==> src/sit_pkg.sv <==
// Constants and types for the sleep interval timer
package sit_pkg;
   // ****************************************************************
   // Register offsets
   // ****************************************************************
   localparam logic [9:0] WAKE_LOW_OFS   = 10'h222;
   localparam logic [9:0] WAKE_HIGH_OFS  = 10'h223;
   localparam logic [9:0] FINE_LOW_OFS   = 10'h224;
   localparam logic [9:0] FINE_HIGH_OFS  = 10'h225;
   localparam logic [9:0] COARSE_B0_OFS  = 10'h226;
   localparam logic [9:0] COARSE_B1_OFS  = 10'h227;
   localparam logic [9:0] COARSE_B2_OFS  = 10'h228;
   localparam logic [9:0] COARSE_TOP_OFS = 10'h229;
   localparam logic [9:0] LP_CTRL_OFS    = 10'h2f0;
   localparam logic [9:0] STATUS_OFS     = 10'h2f1;
   // ****************************************************************
   // Field positions and widths
   // ****************************************************************
   localparam int WAKE_W         = 11;
   localparam int FINE_W         = 16;
   localparam int COARSE_W       = 26;
   localparam int WAKE_HIGH_MSB  = 2;
   localparam int COARSE_TOP_MSB = 1;
   localparam int TRIGGER_BIT    = 7;
   localparam int DIV_MSB        = 4;
   localparam int SOURCE_BIT     = 6;
   // ****************************************************************
   // Reset values
   // ****************************************************************
   localparam logic [10:0] WAKE_RESET    = 11'h00a;
   localparam logic [15:0] FINE_RESET    = 16'h0000;
   localparam logic [25:0] COARSE_RESET  = 26'h0000000;
   localparam logic [7:0]  LP_CTRL_RESET = 8'h00;
   // ****************************************************************
   // Timing
   // ****************************************************************
   localparam int SYS_CLK_PERIOD_NS = 50;
   localparam int FINE_TICK_NS      = 50;
   localparam int FINE_TICK_CYCLES  = (FINE_TICK_NS / SYS_CLK_PERIOD_NS < 1) ? 1 :
                                      FINE_TICK_NS / SYS_CLK_PERIOD_NS;
   localparam logic [3:0] FINE_TICK_LAST = 4'(FINE_TICK_CYCLES - 1);
   // ****************************************************************
   // Sequencer states
   // ****************************************************************
   typedef enum logic [1:0] {
      ST_IDLE   = 2'b00,
      ST_COARSE = 2'b01,
      ST_FINE   = 2'b10
   } sit_state_e;
endpackage : sit_pkg

==> src/sit_sleep_timer.sv <==
// Sleep interval timer: coarse sleep-clock counter, fine tick counter, wake match
`timescale 1ns/10ps
`default_nettype none
module sit_sleep_timer (
   input  wire logic       sys_clk,
   input  wire logic       rstn,
   input  wire logic [9:0] reg_addr,
   input  wire logic [7:0] reg_wdata,
   input  wire logic       reg_wr,
   input  wire logic       reg_rd,
   output var  logic [7:0] reg_rdata,
   input  wire logic       ext_sleep_clk,
   input  wire logic       int_osc_clk,
   input  wire logic       interval_start,
   output var  logic       main_osc_enable,
   output var  logic       sleep_active,
   output var  logic       interval_done
);
   // ****************************************************************
   // Decoding
   // ****************************************************************
   function automatic logic hit(input logic [9:0] a, input logic [9:0] ofs);
      hit = (a == ofs);
   endfunction : hit

   function automatic logic [30:0] low_mask(input logic [4:0] n);
      low_mask = 31'((32'h1 << n) - 32'h1);
   endfunction : low_mask

   // ****************************************************************
   // Registers
   // ****************************************************************
   logic [10:0]         wake_match_value;
   logic [15:0]         fine_cfg;
   logic [25:0]         coarse_cfg;
   logic [7:0]          lp_ctrl;
   sit_pkg::sit_state_e state;
   sit_pkg::sit_state_e next_state;
   logic [25:0]         coarse_sleep_count;
   logic [25:0]         next_coarse;
   logic [15:0]         fine_tick_count;
   logic [15:0]         next_fine;
   logic [3:0]          tick_cnt;
   logic [2:0]          clk_sync;
   logic                clk_level;
   logic [30:0]         div_cnt;
   logic [7:0]          next_rdata;
   logic                next_osc;
   logic                next_done;

   wire logic [4:0] low_power_clock_divisor = lp_ctrl[sit_pkg::DIV_MSB:0];
   wire logic       low_power_clock_source  = lp_ctrl[sit_pkg::SOURCE_BIT];
   wire logic       wr_top      = reg_wr && hit(reg_addr, sit_pkg::COARSE_TOP_OFS);
   wire logic       sleep_timer_trigger = wr_top && reg_wdata[sit_pkg::TRIGGER_BIT];
   wire logic       start       = sleep_timer_trigger || interval_start;
   wire logic [25:0] start_load = wr_top ?
      {reg_wdata[sit_pkg::COARSE_TOP_MSB:0], coarse_cfg[23:0]} : coarse_cfg;
   wire logic [25:0] wake_ext   = {15'h0000, wake_match_value};
   wire logic       fine_tick   = (tick_cnt == sit_pkg::FINE_TICK_LAST);

   // Write side; reserved bits are not stored so they read back as zero
   always_ff @(posedge sys_clk) begin
      if (!rstn) begin
         wake_match_value <= sit_pkg::WAKE_RESET;
         fine_cfg         <= sit_pkg::FINE_RESET;
         coarse_cfg       <= sit_pkg::COARSE_RESET;
         lp_ctrl          <= sit_pkg::LP_CTRL_RESET;
      end else if (reg_wr) begin
         if (hit(reg_addr, sit_pkg::WAKE_LOW_OFS))
            wake_match_value[7:0] <= reg_wdata;
         if (hit(reg_addr, sit_pkg::WAKE_HIGH_OFS))
            wake_match_value[10:8] <= reg_wdata[sit_pkg::WAKE_HIGH_MSB:0];
         if (hit(reg_addr, sit_pkg::FINE_LOW_OFS))
            fine_cfg[7:0] <= reg_wdata;
         if (hit(reg_addr, sit_pkg::FINE_HIGH_OFS))
            fine_cfg[15:8] <= reg_wdata;
         if (hit(reg_addr, sit_pkg::COARSE_B0_OFS))
            coarse_cfg[7:0] <= reg_wdata;
         if (hit(reg_addr, sit_pkg::COARSE_B1_OFS))
            coarse_cfg[15:8] <= reg_wdata;
         if (hit(reg_addr, sit_pkg::COARSE_B2_OFS))
            coarse_cfg[23:16] <= reg_wdata;
         if (wr_top)
            coarse_cfg[25:24] <= reg_wdata[sit_pkg::COARSE_TOP_MSB:0];
         if (hit(reg_addr, sit_pkg::LP_CTRL_OFS))
            lp_ctrl <= reg_wdata & 8'h5f;
      end
   end

   // Read side; the trigger bit never reads back, it lives only in the write cycle
   always_comb begin
      next_rdata = 8'h00;
      if (reg_rd) begin
         if (hit(reg_addr, sit_pkg::WAKE_LOW_OFS))   next_rdata = wake_match_value[7:0];
         if (hit(reg_addr, sit_pkg::WAKE_HIGH_OFS))  next_rdata = {5'h00, wake_match_value[10:8]};
         if (hit(reg_addr, sit_pkg::FINE_LOW_OFS))   next_rdata = fine_cfg[7:0];
         if (hit(reg_addr, sit_pkg::FINE_HIGH_OFS))  next_rdata = fine_cfg[15:8];
         if (hit(reg_addr, sit_pkg::COARSE_B0_OFS))  next_rdata = coarse_cfg[7:0];
         if (hit(reg_addr, sit_pkg::COARSE_B1_OFS))  next_rdata = coarse_cfg[15:8];
         if (hit(reg_addr, sit_pkg::COARSE_B2_OFS))  next_rdata = coarse_cfg[23:16];
         if (hit(reg_addr, sit_pkg::COARSE_TOP_OFS)) next_rdata = {6'h00, coarse_cfg[25:24]};
         if (hit(reg_addr, sit_pkg::LP_CTRL_OFS))    next_rdata = lp_ctrl;
         if (hit(reg_addr, sit_pkg::STATUS_OFS))
            next_rdata = {5'h00, main_osc_enable, state};
      end
   end

   always_ff @(posedge sys_clk) begin
      if (!rstn)
         reg_rdata <= 8'h00;
      else
         reg_rdata <= next_rdata;
   end

   // ****************************************************************
   // Low-power clock
   // ****************************************************************
   // The source mux sits ahead of the synchroniser; a source switch may
   // cost or add one sleep clock edge, so change it only while idle.
   wire logic src_clk  = low_power_clock_source ? int_osc_clk : ext_sleep_clk;
   wire logic agree    = (clk_sync[1] == clk_sync[2]);
   wire logic src_rise = agree && clk_sync[1] && !clk_level;
   wire logic [30:0] div_mask = low_mask(low_power_clock_divisor);
   wire logic lp_tick  = src_rise && ((div_cnt[30:0] & div_mask) == div_mask);

   always_ff @(posedge sys_clk) begin
      if (!rstn) begin
         clk_sync  <= 3'h0;
         clk_level <= 1'b0;
         div_cnt   <= 31'h00000000;
      end else begin
         clk_sync <= {clk_sync[1:0], src_clk};
         if (agree)
            clk_level <= clk_sync[1];
         if (src_rise)
            div_cnt <= div_cnt + 31'h00000001;
      end
   end

   // ****************************************************************
   // Interval sequencer
   // ****************************************************************
   always_comb begin
      next_state = state;
      next_coarse = coarse_sleep_count;
      next_fine = fine_tick_count;
      next_done = 1'b0;
      unique case (state)
         sit_pkg::ST_IDLE: begin
            if (start) begin
               next_state  = sit_pkg::ST_COARSE;
               next_coarse = start_load;
               next_fine   = fine_cfg;
            end
         end
         sit_pkg::ST_COARSE: begin
            if (coarse_sleep_count == 26'h0000000)
               next_state = sit_pkg::ST_FINE;
            else if (lp_tick)
               next_coarse = coarse_sleep_count - 26'h0000001;
         end
         sit_pkg::ST_FINE: begin
            if (fine_tick_count == 16'h0000) begin
               next_state = sit_pkg::ST_IDLE;
               next_done  = 1'b1;
            end else if (fine_tick) begin
               next_fine = fine_tick_count - 16'h0001;
            end
         end
         default: next_state = sit_pkg::ST_IDLE;
      endcase
   end

   // Compare with less-or-equal so a wake value above the loaded count
   // still wakes at once instead of being missed.
   assign next_osc = (next_state != sit_pkg::ST_COARSE) || (next_coarse <= wake_ext);

   always_ff @(posedge sys_clk) begin
      if (!rstn) begin
         state              <= sit_pkg::ST_IDLE;
         coarse_sleep_count <= sit_pkg::COARSE_RESET;
         fine_tick_count    <= sit_pkg::FINE_RESET;
         tick_cnt           <= 4'h0;
         main_osc_enable    <= 1'b1;
         sleep_active       <= 1'b0;
         interval_done      <= 1'b0;
      end else begin
         state              <= next_state;
         coarse_sleep_count <= next_coarse;
         fine_tick_count    <= next_fine;
         tick_cnt           <= (state != sit_pkg::ST_FINE || fine_tick) ? 4'h0 :
                               tick_cnt + 4'h1;
         main_osc_enable    <= next_osc;
         sleep_active       <= (next_state != sit_pkg::ST_IDLE);
         interval_done      <= next_done;
      end
   end

   // ****************************************************************
   // Checks
   // ****************************************************************
   property p_trigger_start;
      @(posedge sys_clk) disable iff (!rstn)
      (state == sit_pkg::ST_IDLE && sleep_timer_trigger) |=> (state == sit_pkg::ST_COARSE);
   endproperty
   a_trigger_start: assert property (p_trigger_start)
      else $error("Trigger did not start the coarse phase");

   property p_trigger_reads_zero;
      @(posedge sys_clk) disable iff (!rstn)
      (reg_rd && hit(reg_addr, sit_pkg::COARSE_TOP_OFS)) |=> (reg_rdata[7:2] == 6'h00);
   endproperty
   a_trigger_reads_zero: assert property (p_trigger_reads_zero)
      else $error("Trigger or reserved bits read as one");

   property p_wake_reset;
      @(posedge sys_clk) !rstn |=> (wake_match_value == 11'h00a);
   endproperty
   a_wake_reset: assert property (p_wake_reset)
      else $error("Wake value reset wrong");

   property p_osc_wake;
      @(posedge sys_clk) disable iff (!rstn)
      (state == sit_pkg::ST_COARSE && coarse_sleep_count > wake_ext) |-> !main_osc_enable;
   endproperty
   a_osc_wake: assert property (p_osc_wake)
      else $error("Oscillator on before wake match");

   property p_osc_on_match;
      @(posedge sys_clk) disable iff (!rstn)
      (state == sit_pkg::ST_COARSE && coarse_sleep_count == wake_ext) |-> main_osc_enable;
   endproperty
   a_osc_on_match: assert property (p_osc_on_match)
      else $error("Oscillator off at wake match");

   property p_coarse_hold;
      @(posedge sys_clk) disable iff (!rstn)
      (state == sit_pkg::ST_COARSE && !lp_tick) |=> $stable(coarse_sleep_count);
   endproperty
   a_coarse_hold: assert property (p_coarse_hold)
      else $error("Coarse count moved without a sleep tick");

   property p_fine_step;
      @(posedge sys_clk) disable iff (!rstn)
      (state == sit_pkg::ST_FINE && fine_tick_count != 16'h0000 && fine_tick)
      |=> (fine_tick_count == $past(fine_tick_count) - 16'h0001);
   endproperty
   a_fine_step: assert property (p_fine_step)
      else $error("Fine count did not step by one tick");

   property p_coarse_then_fine;
      @(posedge sys_clk) disable iff (!rstn)
      (state == sit_pkg::ST_COARSE && coarse_sleep_count == 26'h0000000)
      |=> (state == sit_pkg::ST_FINE) ##0 main_osc_enable;
   endproperty
   a_coarse_then_fine: assert property (p_coarse_then_fine)
      else $error("Fine phase did not follow coarse phase");

   // Helper for the divisor check: sleep clock rises since the last tick.
   // A divisor write voids the gap, since the free divider is not realigned.
   wire logic   lp_ctrl_wr = reg_wr && hit(reg_addr, sit_pkg::LP_CTRL_OFS);
   logic [31:0] rise_gap;
   logic        gap_valid;

   always_ff @(posedge sys_clk) begin
      if (!rstn) begin
         rise_gap  <= 32'h00000000;
         gap_valid <= 1'b0;
      end else begin
         if (lp_tick)
            rise_gap <= 32'h00000000;
         else if (src_rise)
            rise_gap <= rise_gap + 32'h00000001;
         if (lp_ctrl_wr)
            gap_valid <= 1'b0;
         else if (lp_tick)
            gap_valid <= 1'b1;
      end
   end

   property p_div_tick;
      @(posedge sys_clk) disable iff (!rstn)
      (lp_tick && gap_valid)
      |-> ((rise_gap + 32'h00000001) == (32'h00000001 << low_power_clock_divisor));
   endproperty
   a_div_tick: assert property (p_div_tick)
      else $error("Sleep tick off the divisor boundary");

   property p_high_reserved;
      @(posedge sys_clk) disable iff (!rstn)
      (reg_rd && hit(reg_addr, sit_pkg::WAKE_HIGH_OFS)) |=> (reg_rdata[7:3] == 5'h00);
   endproperty
   a_high_reserved: assert property (p_high_reserved)
      else $error("Wake high reserved bits not zero");

   property p_done_pulse;
      @(posedge sys_clk) disable iff (!rstn)
      interval_done |-> !sleep_active ##1 !interval_done;
   endproperty
   a_done_pulse: assert property (p_done_pulse)
      else $error("Interval done not a single pulse");

   property p_osc_idle;
      @(posedge sys_clk) disable iff (!rstn)
      (state == sit_pkg::ST_IDLE) |-> main_osc_enable;
   endproperty
   a_osc_idle: assert property (p_osc_idle)
      else $error("Oscillator off while idle");

   property p_wake_high_write;
      @(posedge sys_clk) disable iff (!rstn)
      (reg_wr && hit(reg_addr, sit_pkg::WAKE_HIGH_OFS))
      |=> (wake_match_value[10:8] == $past(reg_wdata[sit_pkg::WAKE_HIGH_MSB:0]));
   endproperty
   a_wake_high_write: assert property (p_wake_high_write)
      else $error("Wake high bits not taken from the write");

   property p_fine_load;
      @(posedge sys_clk) disable iff (!rstn)
      (state == sit_pkg::ST_IDLE && start)
      |=> (fine_tick_count == $past(fine_cfg));
   endproperty
   a_fine_load: assert property (p_fine_load)
      else $error("Fine count not loaded at start");

   property p_coarse_load;
      @(posedge sys_clk) disable iff (!rstn)
      (state == sit_pkg::ST_IDLE && sleep_timer_trigger)
      |=> (coarse_sleep_count[25:24] == $past(reg_wdata[1:0]))
          && (coarse_sleep_count[23:0] == $past(coarse_cfg[23:0]));
   endproperty
   a_coarse_load: assert property (p_coarse_load)
      else $error("Coarse count not loaded from the trigger write");

   c_trigger: cover property (@(posedge sys_clk) disable iff (!rstn) sleep_timer_trigger);
   c_wake: cover property (@(posedge sys_clk) disable iff (!rstn) $rose(main_osc_enable));
   c_done: cover property (@(posedge sys_clk) disable iff (!rstn) interval_done);
   c_beacon: cover property (@(posedge sys_clk) disable iff (!rstn)
      interval_start && state == sit_pkg::ST_IDLE);
endmodule : sit_sleep_timer
`default_nettype wire

==> config.mk <==
export PLATFORM = sky130hd
export DESIGN_NAME = sit_sleep_timer
export DESIGN_NICKNAME = d
export VERILOG_FILES = /design/src/sit_pkg.sv /design/src/sit_sleep_timer.sv
export SDC_FILE = /design/constraint.sdc
export NUM_CORES = 1
export LEC_CHECK = 0
export BUFFER_PORTS_ARGS = -buffer_cell sky130_fd_sc_hd__buf_2
export CORE_MARGIN = 10
export CORE_UTILIZATION = 30
export CTS_CLUSTER_SIZE = 16
export DETAILED_ROUTE_END_ITERATION = 16
export PLACE_DENSITY = 0.43
export SLEW_MARGIN = 20
export SYNTH_ARGS = -nofsm -noshare
export SYNTH_HDL_FRONTEND = slang
export SYNTH_SLANG_ARGS = --single-unit
==> constraint.sdc <==
create_clock -name sys_clk -period 7.14 [get_ports sys_clk]
set_clock_uncertainty 0.2 [all_clocks]
set_input_delay 1.785 -clock sys_clk [delete_from_list [all_inputs] [get_ports sys_clk]]
set_output_delay 1.785 -clock sys_clk [all_outputs]
set_load 0.01 [all_outputs]
==> results of run 1 <==
==> registers in the layout, summed over array words and instances, names as in the netlist <==
signal	flops
interval_done	1
sleep_active	1
clk_level	1
wake_match_value	11
state	2
main_osc_enable	1
coarse_cfg	26
fine_cfg	16
lp_ctrl	6
tick_cnt	4
fine_tick_count	16
clk_sync	3
reg_rdata	8
div_cnt	31
coarse_sleep_count	26
==> per-stage QoR <==
stage	area [µm²]	power [mW]	util	setup WS [ns]
floorplan	8660	1.07	-	1.68
global placement	9190	1.17	0.321	0.877
detailed placement	9190	1.16	0.321	0.681
CTS	9750	2.07	0.341	0.638
global route	9760	2.13	0.341	0.0255
finish	9760	2.05	0.341	0.709
==> final cells by class <==
class                      instances  area, µm²
fill                            3110      18900
multi-input combinational        866       5170
sequential                       153       3060
tap                              384        480
clock buffer                      19        443
timing repair buffer              57        340
inverter                          36        136
clock inverter                    13        121
==> path summary, 6_finish.rpt <==
path	from	end	slack, ns
setup / recovery	lp_ctrl[0]	main_osc_enable	0.71
hold / removal	clk_sync[0]	clk_sync[1]	0.24
setup reg to reg	lp_ctrl[0]	main_osc_enable	0.71
hold reg to reg	clk_sync[0]	clk_sync[1]	0.24
==> logic make-up after synthesis <==
kind of cell,count (synthesis)
buf+inv,106
compound gates,280
mux,24
flops,153
fa+ha+maj,19
xor+xnor,29
simple gates,514
==> metal layers <==
layer / track usage / routed length [µm] / share of wire / up-vias
met3: 0.0247 / 1370 / 0.044 / 28
met2: 0.261 / 14000 / 0.45 / 246
met5: 0 / 0 / 0 / -
met1: 0.242 / 15100 / 0.49 / 4076
li1: - / - / - / 4127
met4: 0.0562 / 502 / 0.016 / 0
==> synth_stat cells, drive strengths merged (6+ instances only) <==
cell	instances	area [µm²]
mux2i	23	230
nand3	74	370
and2	25	156
nand2b	12	75.1
clkbuf	57	214
buf	13	83.8
a221oi	9	78.8
nor4	14	118
nand4	19	119
nor4b	6	52.6
and3	10	62.6
a31oi	14	87.6
or3	20	125
dfxtp	153	3060
a22oi	14	105
nor2b	7	43.8
nand2	121	454
o221a	6	67.6
a211oi	15	113
nor2	133	504
nor3	28	145
ha	19	238
and4	11	96.3
or4	12	93.8
o21ai	40	200
xor2	22	193
a21oi	106	534
nor3b	6	45.0
xnor2	7	61.3
o22ai	9	56.3
inv	35	131
==> timing repair <==
action | 4_1_cts | 5_1_grt
hold buffers | 0 | 0
endpoints found under the setup margin | 0 | 1
gates resized for setup | 0 | 1
==> worst max-delay path, cell delays in order (launching register included) <==
cell	delay, ns
dfxtp_1	0.68
nand3b_1	0.14
ha_1	0.47
nand2b_1	0.25
a21oi_1	0.09
or4_1	0.52
a221o_1	0.32
or4_4	0.59
nor3_2	0.44
o21ai_0	0.17
a221oi_1	0.38
ha_1	0.31
nor2b_1	0.13
o21a_1	0.15
o21ai_0	0.17
a221o_1	0.16
a21boi_0	0.07
nor3b_1	0.17
o21ai_0	0.18
nor4bb_1	0.32
nand4_1	0.15
o41ai_2	0.23
==> cells in the final DEF, fill, tap and decap left out, types with 11 or more instances in the layout <==
cell type  Yosys  routed
nand2_1      121     121
a31oi_1       14      14
mux2i_1       23      23
a21oi_1      105     104
ha_1          19      19
and2_1        25      25
nand2b_1      12      12
or4_1         11      11
xor2_1        22      22
a22oi_1       14      14
nand4_1       19      19
a211oi_1      15      15
and4_1        11      11
o21ai_0       36      36
nor4_1        12      12
nand3_1       74      74
or3_1         20      20
clkbuf_16      0      17
dfxtp_1      153     153
nor2_1       131     131
buf_2          7      35
inv_1         35      34
nor3_1        27      26
buf_4          3      22
==> report_power, final <==
group	internal (mW)	switching, mW
combinational	0.0868	0.171
sequential	0.869	0.0197
clock	0.492	0.408
==> impl_metrics.py, run 1 <==
metrics = {
    "outcome": {
        "outcome": "finished clean",
    },
    "floorplan": {
        "fp.dieW_um": 190,
        "initial_core_util": 0.303,
        "placementRows": 62,
        "core_um2": 28600,
        "fp.dieH_um": 190,
        "dieArea_um2": 36100,
        "io_pins": 36,
    },
    "place": {
        "dpl.hpwl_mm": 22.0,
        "numPlacedInstances": 1496,
        "gp_congestion": 0.850,
        "portBuffers": 35,
    },
    "global_routing": {
        "first_global_vias": 8073,
        "antenna_found_initial": 0,
        "track_usage": 0.171,
        "grt_pass1_wl_mm": 48.6,
        "grt-ovfl-total": 0,
        "grt_max_degree": 88,
    },
    "sta": {
        "holdWs_ns": 0.238,
        "fin_tns_setup_ns": 0,
        "slew_violations": 0,
        "max_freq_mhz": 155,
        "timing_worst_slew_pin_value_ns": 1.05,
        "min_period_ns": 6.43,
        "setup_viol": 0,
        "min_period_over_period": 0.901,
        "slew_headroom": 0.302,
        "rsz0062_at_grt": "false",
        "hold_viol": 0,
    },
    "yosys": {
        "synth_top_family_by_area": "simple AND/OR/NAND/NOR gates",
        "syn-cell-area_um2": 8660,
        "synth_ff_type": "dfxtp_1",
        "synth_mux_area_frac": 0.0279,
        "synth_compound_area_frac": 0.213,
        "yosys_warnings": 0,
        "async_flop_share": 0,
        "synth_xor_area_frac": 0.0293,
        "synth_cell_type_count": 76,
        "synth-edff-count": 0,
        "synth_nets": 1169,
        "synth_simple_gate_area_frac": 0.299,
        "yosys.area_share.adder": 0.0274,
        "synth_seq_area_share": 0.354,
        "syn_avg_cell_area_um2": 7.70,
        "syn_inst": 1125,
        "synth-seq-cells": 153,
    },
    "routing": {
        "viasPerCell": 5.55,
        "drc": 0,
        "drt_iter0_markers": 878,
        "first_pass_iters": 7,
        "wl_mm": 31.0,
        "wl_per_cell_um": 20.3,
        "vias": 8477,
        "ant_nets": 0,
    },
    "layout": {
        "stdcell_count": 1528,
        "num_antenna_cells": 0,
        "area_delta_synth_final_pct": 12.7,
        "nets": 1175,
        "drive_gt1_frac": 0.101,
    },
    "clock_network": {
        "worstSkewPairLatency_ns": 0.44,
        "cts_setup_buffers": 0,
        "clock_path_buffers": 2,
        "cts_made_buffers": 17,
        "cts_root_buffer": "clkbuf_16",
        "htree_levels": 4,
        "cts_sinks": 153,
        "clkTransAtPathRegs_ns": 0.07,
        "cts_tree": "built",
    },
    "setup_path": {
        "worstSetupStartpointType": "flip-flop",
        "rr_worst_depth": 21,
        "criticalPathCategory": "reg2reg",
        "crit_path_end_kind": "flip-flop",
        "cp.required_ns": 7.28,
        "worstPathArrival_ns": 6.57,
        "path_max_fanout": 24,
    },
    "job": {
        "drv_cap": 0,
    },
    "power_and_ir_drop": {
        "peakVddDrop_mv": 0.157,
        "leakagePower_nw": 3.42,
        "power.density_nw_per_um2": 210,
    },
    "worst_hold_path": {
        "hold_path_class": "reg2reg",
        "hold_depth": 1,
    },
}
No activity file was read; power rests on OpenSTA's default activity.
==> run 2: changes to the inputs <==
RECOVER_POWER = 100   (was default)
==> run 2 against run 1 <==
  * The run now ends with capacitance limit, slew limit left
  * Via count decreased by 0.32%
  * Register-to-register slack got worse by 0.02 ns
  * Count of clock-buffer cells in the layout unchanged
  * Global-route usage unchanged
  * Combinational power about the same
  * Clock power about the same
  * Flip-flop and latch count unchanged
  * Critical endpoint is now coarse_sleep_count[7]
==> impl_metrics.py, run 2 (synthesized netlist as in run 1, its figures left out) <==
metrics = {
    "routing": {
        "first_pass_iters": 7,
        "wl_mm": 31.0,
        "wl_per_cell_um": 20.3,
        "vias": 8450,
        "drc": 0,
        "viasPerCell": 5.53,
        "drt_iter0_markers": 840,
        "ant_nets": 0,
    },
    "layout": {
        "final_cell_mix": "dfxtp_1, nor2_1, nand2_1",
        "nets": 1175,
        "largest_reg_flops": 31,
        "area_delta_synth_final_pct": 12.2,
        "drive_gt1_frac": 0.0830,
        "top_regs": "div_cnt (31), coarse_cfg (26), coarse_sleep_count (26)",
        "num_antenna_cells": 0,
        "stdcell_area_um2": 9720,
        "top_register": "div_cnt",
        "n_fill_cell": 3118,
        "final_core_util": 0.339,
        "layout_commonest_cell": "dfxtp_1",
        "stdcell_count": 1528,
    },
    "global_routing": {
        "grt_max_degree": 88,
        "grt-ovfl-total": 0,
        "track_usage": 0.171,
        "antenna_found_initial": 0,
        "grt_pass1_wl_mm": 48.6,
        "first_global_vias": 8073,
    },
    "floorplan": {
        "core_um2": 28600,
        "fp.dieW_um": 190,
        "placementRows": 62,
        "dieArea_um2": 36100,
        "initial_core_util": 0.303,
        "io_pins": 36,
        "fp.dieH_um": 190,
    },
    "sta": {
        "slew_headroom": -0.374,
        "max_freq_mhz": 154,
        "holdWs_ns": 0.238,
        "setup_viol": 0,
        "rsz0062_at_grt": "false",
        "fin_tns_setup_ns": 0,
        "timing_worst_slew_pin_value_ns": 2.06,
        "slew_violations": 121,
        "min_period_ns": 6.48,
        "hold_viol": 0,
        "min_period_over_period": 0.907,
    },
    "outcome": {
        "violations": "capacitance limit, slew limit",
        "outcome": "complete, but fails checks",
    },
    "clock_network": {
        "cts_tree": "built",
        "cts_made_buffers": 17,
        "cts_sinks": 153,
        "worstSkewPairLatency_ns": 0.44,
        "clock_path_buffers": 2,
        "htree_levels": 4,
        "clkTransAtPathRegs_ns": 0.07,
        "cts_root_buffer": "clkbuf_16",
    },
    "place": {
        "numPlacedInstances": 1496,
        "dpl.hpwl_mm": 22.0,
        "portBuffers": 35,
        "placed_area_um2": 9190,
        "gp_congestion": 0.850,
    },
    "setup_path": {
        "path_max_fanout": 87,
        "criticalPathCategory": "in2reg",
        "cp.required_ns": 7.24,
        "crit_path_end_kind": "flip-flop",
        "worstPathArrival_ns": 6.57,
        "worstSetupStartpointType": "input pin",
    },
    "worst_hold_path": {
        "hold_path_class": "reg2reg",
    },
    "power_and_ir_drop": {
        "leakagePower_nw": 3.34,
        "peakVddDrop_mv": 0.156,
        "power.density_nw_per_um2": 210,
    },
    "job": {
        "drv_cap": 2,
    },
}
run 2: changes by cell type in the layout (fill, tap and decap cells not counted), moves of 6 or more:
cell      before  now
clkbuf_1       1   19
buf_2         35   21
and2_0         0    7
buf_4         22   16
and2_1        25   18
run 2: through the flow:
stage / power [mW] / setup WS (ns)
after floorplan: 1.07 / 1.68
after global placement: 1.17 / 0.877
after detailed placement: 1.16 / 0.681
after CTS: 2.07 / 0.638
after global routing: 2.13 / 0.0214
final: 2.04 / 0.664
run 2: path summary, 6_finish.rpt:
check                    from               endpoint  slack, ns  cells past startpoint
setup / recovery         rstn  coarse_sleep_count[7]       0.66                      4
hold reg to reg   clk_sync[0]            clk_sync[1]       0.24                      1
hold / removal    clk_sync[0]            clk_sync[1]       0.24                      1
setup reg to reg   lp_ctrl[0]        main_osc_enable       0.69                     21
run 2: worst max-delay path, cell delays in order:
cell and delay (ns):
clkbuf_1 1.27, clkinvlp_2 1.49, clkbuf_2 1.28, a311oi_1 0.66
run 2: metal layers:
metal | part of all wire | track usage
met4 | 0.016 | 0.0562
met3 | 0.045 | 0.0247
met2 | 0.45 | 0.261
met1 | 0.49 | 0.242
met5 | 0 | 0
run 2: layout make-up:
type	instances	area (µm²)	share of cell area
multi-input combinational	866	5170	0.532
inverter	36	136	0.0140
tap	384	480	0.0494
timing repair buffer	57	302	0.0310
clock inverter	13	121	0.0125
clock buffer	19	443	0.0456
sequential	153	3060	0.315
run 2: what timing repair did:
| action | 4_1_cts | 5_1_grt |
|---|---|---|
| setup endpoints to repair | 0 | 1 |
| buffers inserted | 0 | 0 |
| hold buffers | 0 | 0 |
| gates resized for setup | 0 | 1 |
run 2: report_power, final:
part	switching, mW	internal [mW]
sequential	0.0196	0.869
combinational	0.171	0.0844
clock	0.409	0.492
==> run 3: changes to the inputs <==
CORE_MARGIN = 3   (was 10)
==> run 3 against run 2 <==
  * The flow still finishes with violations (capacitance limit, slew limit)
  * Combinational power is 2% higher
  * Sequential share of layout area fell by 0.17 points
  * Global-route usage increased by 3.1 points
  * Setup slack lost 0.11 ns
  * Maximum frequency is 1.7% lower
  * Critical path type is now reg2reg
==> impl_metrics.py, run 3 (synthesized netlist as in run 1, its figures left out) <==
metrics = {
    "layout": {
        "n_fill_cell": 3097,
        "top_regs": "div_cnt (31), coarse_cfg (26), coarse_sleep_count (26)",
        "layout_commonest_cell": "dfxtp_1",
        "layout.area.seq_um2": 3060,
        "nets": 1178,
        "multi_input_area_um2": 5170,
        "top_register": "div_cnt",
        "drive_gt1_frac": 0.0785,
        "stdcell_area_um2": 9770,
        "num_antenna_cells": 0,
        "area_delta_synth_final_pct": 12.8,
        "largest_reg_flops": 31,
        "final_cell_mix": "dfxtp_1, nor2_1, nand2_1",
    },
    "global_routing": {
        "grt_pass1_wl_mm": 48.8,
        "grt-ovfl-total": 0,
        "track_usage": 0.203,
        "antenna_found_initial": 1,
        "grt_max_degree": 55,
        "first_global_vias": 8005,
    },
    "power_and_ir_drop": {
        "clkPwrFrac": 0.465,
        "seq_power_share": 0.413,
        "power.density_nw_per_um2": 220,
        "combPwrFrac": 0.122,
        "peakVddDrop_mv": 0.142,
        "internal_power_mw": 1.52,
        "switchingPower_mw": 0.627,
        "switching_share": 0.292,
        "leakagePower_nw": 3.36,
    },
    "clock_network": {
        "worstSkewPairLatency_ns": 0.44,
        "clock_path_buffers": 2,
        "cts_sinks": 153,
        "cts_made_buffers": 17,
        "clkTransAtPathRegs_ns": 0.07,
        "hold_buffers": 0,
        "cts_root_buffer": "clkbuf_16",
        "cts.repair.resized": 0,
        "htree_levels": 4,
        "cts_tree": "built",
        "cts_setup_buffers": 0,
    },
    "floorplan": {
        "fp.dieW_um": 176,
        "dieArea_um2": 30900,
        "io_pins": 36,
        "initial_core_util": 0.308,
        "fp.dieH_um": 176,
        "core_um2": 28100,
        "placementRows": 61,
    },
    "sta": {
        "slew_headroom": -0.280,
        "max_freq_mhz": 152,
        "rsz0062_at_grt": "false",
        "timing_worst_slew_pin_value_ns": 1.92,
        "hold_viol": 0,
        "slew_violations": 68,
        "fin_ws_ns": 0.553,
        "fin_tns_setup_ns": 0,
        "setup_viol": 0,
        "min_period_over_period": 0.923,
        "min_period_ns": 6.59,
    },
    "place": {
        "portBuffers": 35,
        "gp_congestion": 0.872,
        "placed_area_um2": 9210,
        "dpl.hpwl_mm": 22.4,
        "place_ws_ns": 0.790,
    },
    "setup_path": {
        "cp.required_ns": 7.28,
        "crit_path_end_kind": "flip-flop",
        "path_max_fanout": 24,
        "worstSetupStartpointType": "flip-flop",
        "criticalPathCategory": "reg2reg",
        "worstPathArrival_ns": 6.72,
    },
    "routing": {
        "vias": 8566,
        "wl_mm": 31.5,
        "ant_nets": 0,
        "drc": 0,
        "drt_iter0_markers": 794,
        "viasPerCell": 5.62,
        "wl_per_cell_um": 20.7,
        "first_pass_iters": 7,
    },
    "outcome": {
        "violations": "capacitance limit, slew limit",
        "outcome": "complete, but fails checks",
    },
    "job": {
        "drv_cap": 2,
    },
    "worst_hold_path": {
        "hold_path_class": "reg2reg",
    },
}
run 3: power by group through the flow:
stage | registers (mW) | logic [mW] | clock network [mW]
after global placement | 0.908 | 0.263 | 0
after CTS | 0.887 | 0.260 | 1.02
after floorplan | 0.901 | 0.173 | 0
after global routing | 0.890 | 0.286 | 1.06
final | 0.888 | 0.261 | 0.999
after detailed placement | 0.907 | 0.259 | 0
run 3: layout make-up:
class,count,area share
clock buffer,17,0.0435
clock inverter,15,0.0211
inverter,36,0.0140
multi-input combinational,866,0.529
sequential,153,0.314
tap,378,0.0484
timing repair buffer,60,0.0306
run 3: metrics by stage:
stage | hold WS (ns) | power (mW) | std cells | util
floorplan | 0.212 | 1.07 | 1125 | -
global placement | 0.217 | 1.17 | 1493 | 0.328
detailed placement | 0.226 | 1.17 | 1493 | 0.328
CTS | 0.243 | 2.17 | 1525 | 0.350
global route | 0.266 | 2.23 | 1525 | 0.348
finish | 0.238 | 2.15 | 1525 | 0.348
run 3: worst max-delay path: stages (launching register included):
cell and delay [ns]:
dfxtp_1 0.32, nor3_1 0.48, nand2_1 0.15, ha_1 0.49
nand2b_1 0.26, a21oi_1 0.09, or4_1 0.52, a221o_1 0.33
nor4_4 0.35, clkbuf_1 0.63, nand2_1 0.22, nor2_1 0.29
a221oi_1 0.17, ha_1 0.31, nor2b_1 0.13, o21a_1 0.15
o21ai_0 0.15, a221o_1 0.16, a21boi_0 0.07, nor3b_1 0.17
o21ai_0 0.18, nor4bb_1 0.30, nand4_1 0.16, o41ai_2 0.22
run 3: routing by layer:
| metal | GRT usage | wire, µm |
|---|---|---|
| met1 | 0.296 | 15300 |
| met2 | 0.308 | 14000 |
| met3 | 0.0398 | 1860 |
| met4 | 0.0455 | 410 |
| met5 | 0 | 0 |
run 3: final timing paths:
path,from,to,slack (ns),cells after the start
max,lp_ctrl[2],main_osc_enable,0.55,23
min,clk_sync[0],clk_sync[1],0.24,1
max reg2reg,lp_ctrl[2],main_osc_enable,0.55,23
min reg2reg,clk_sync[0],clk_sync[1],0.24,1
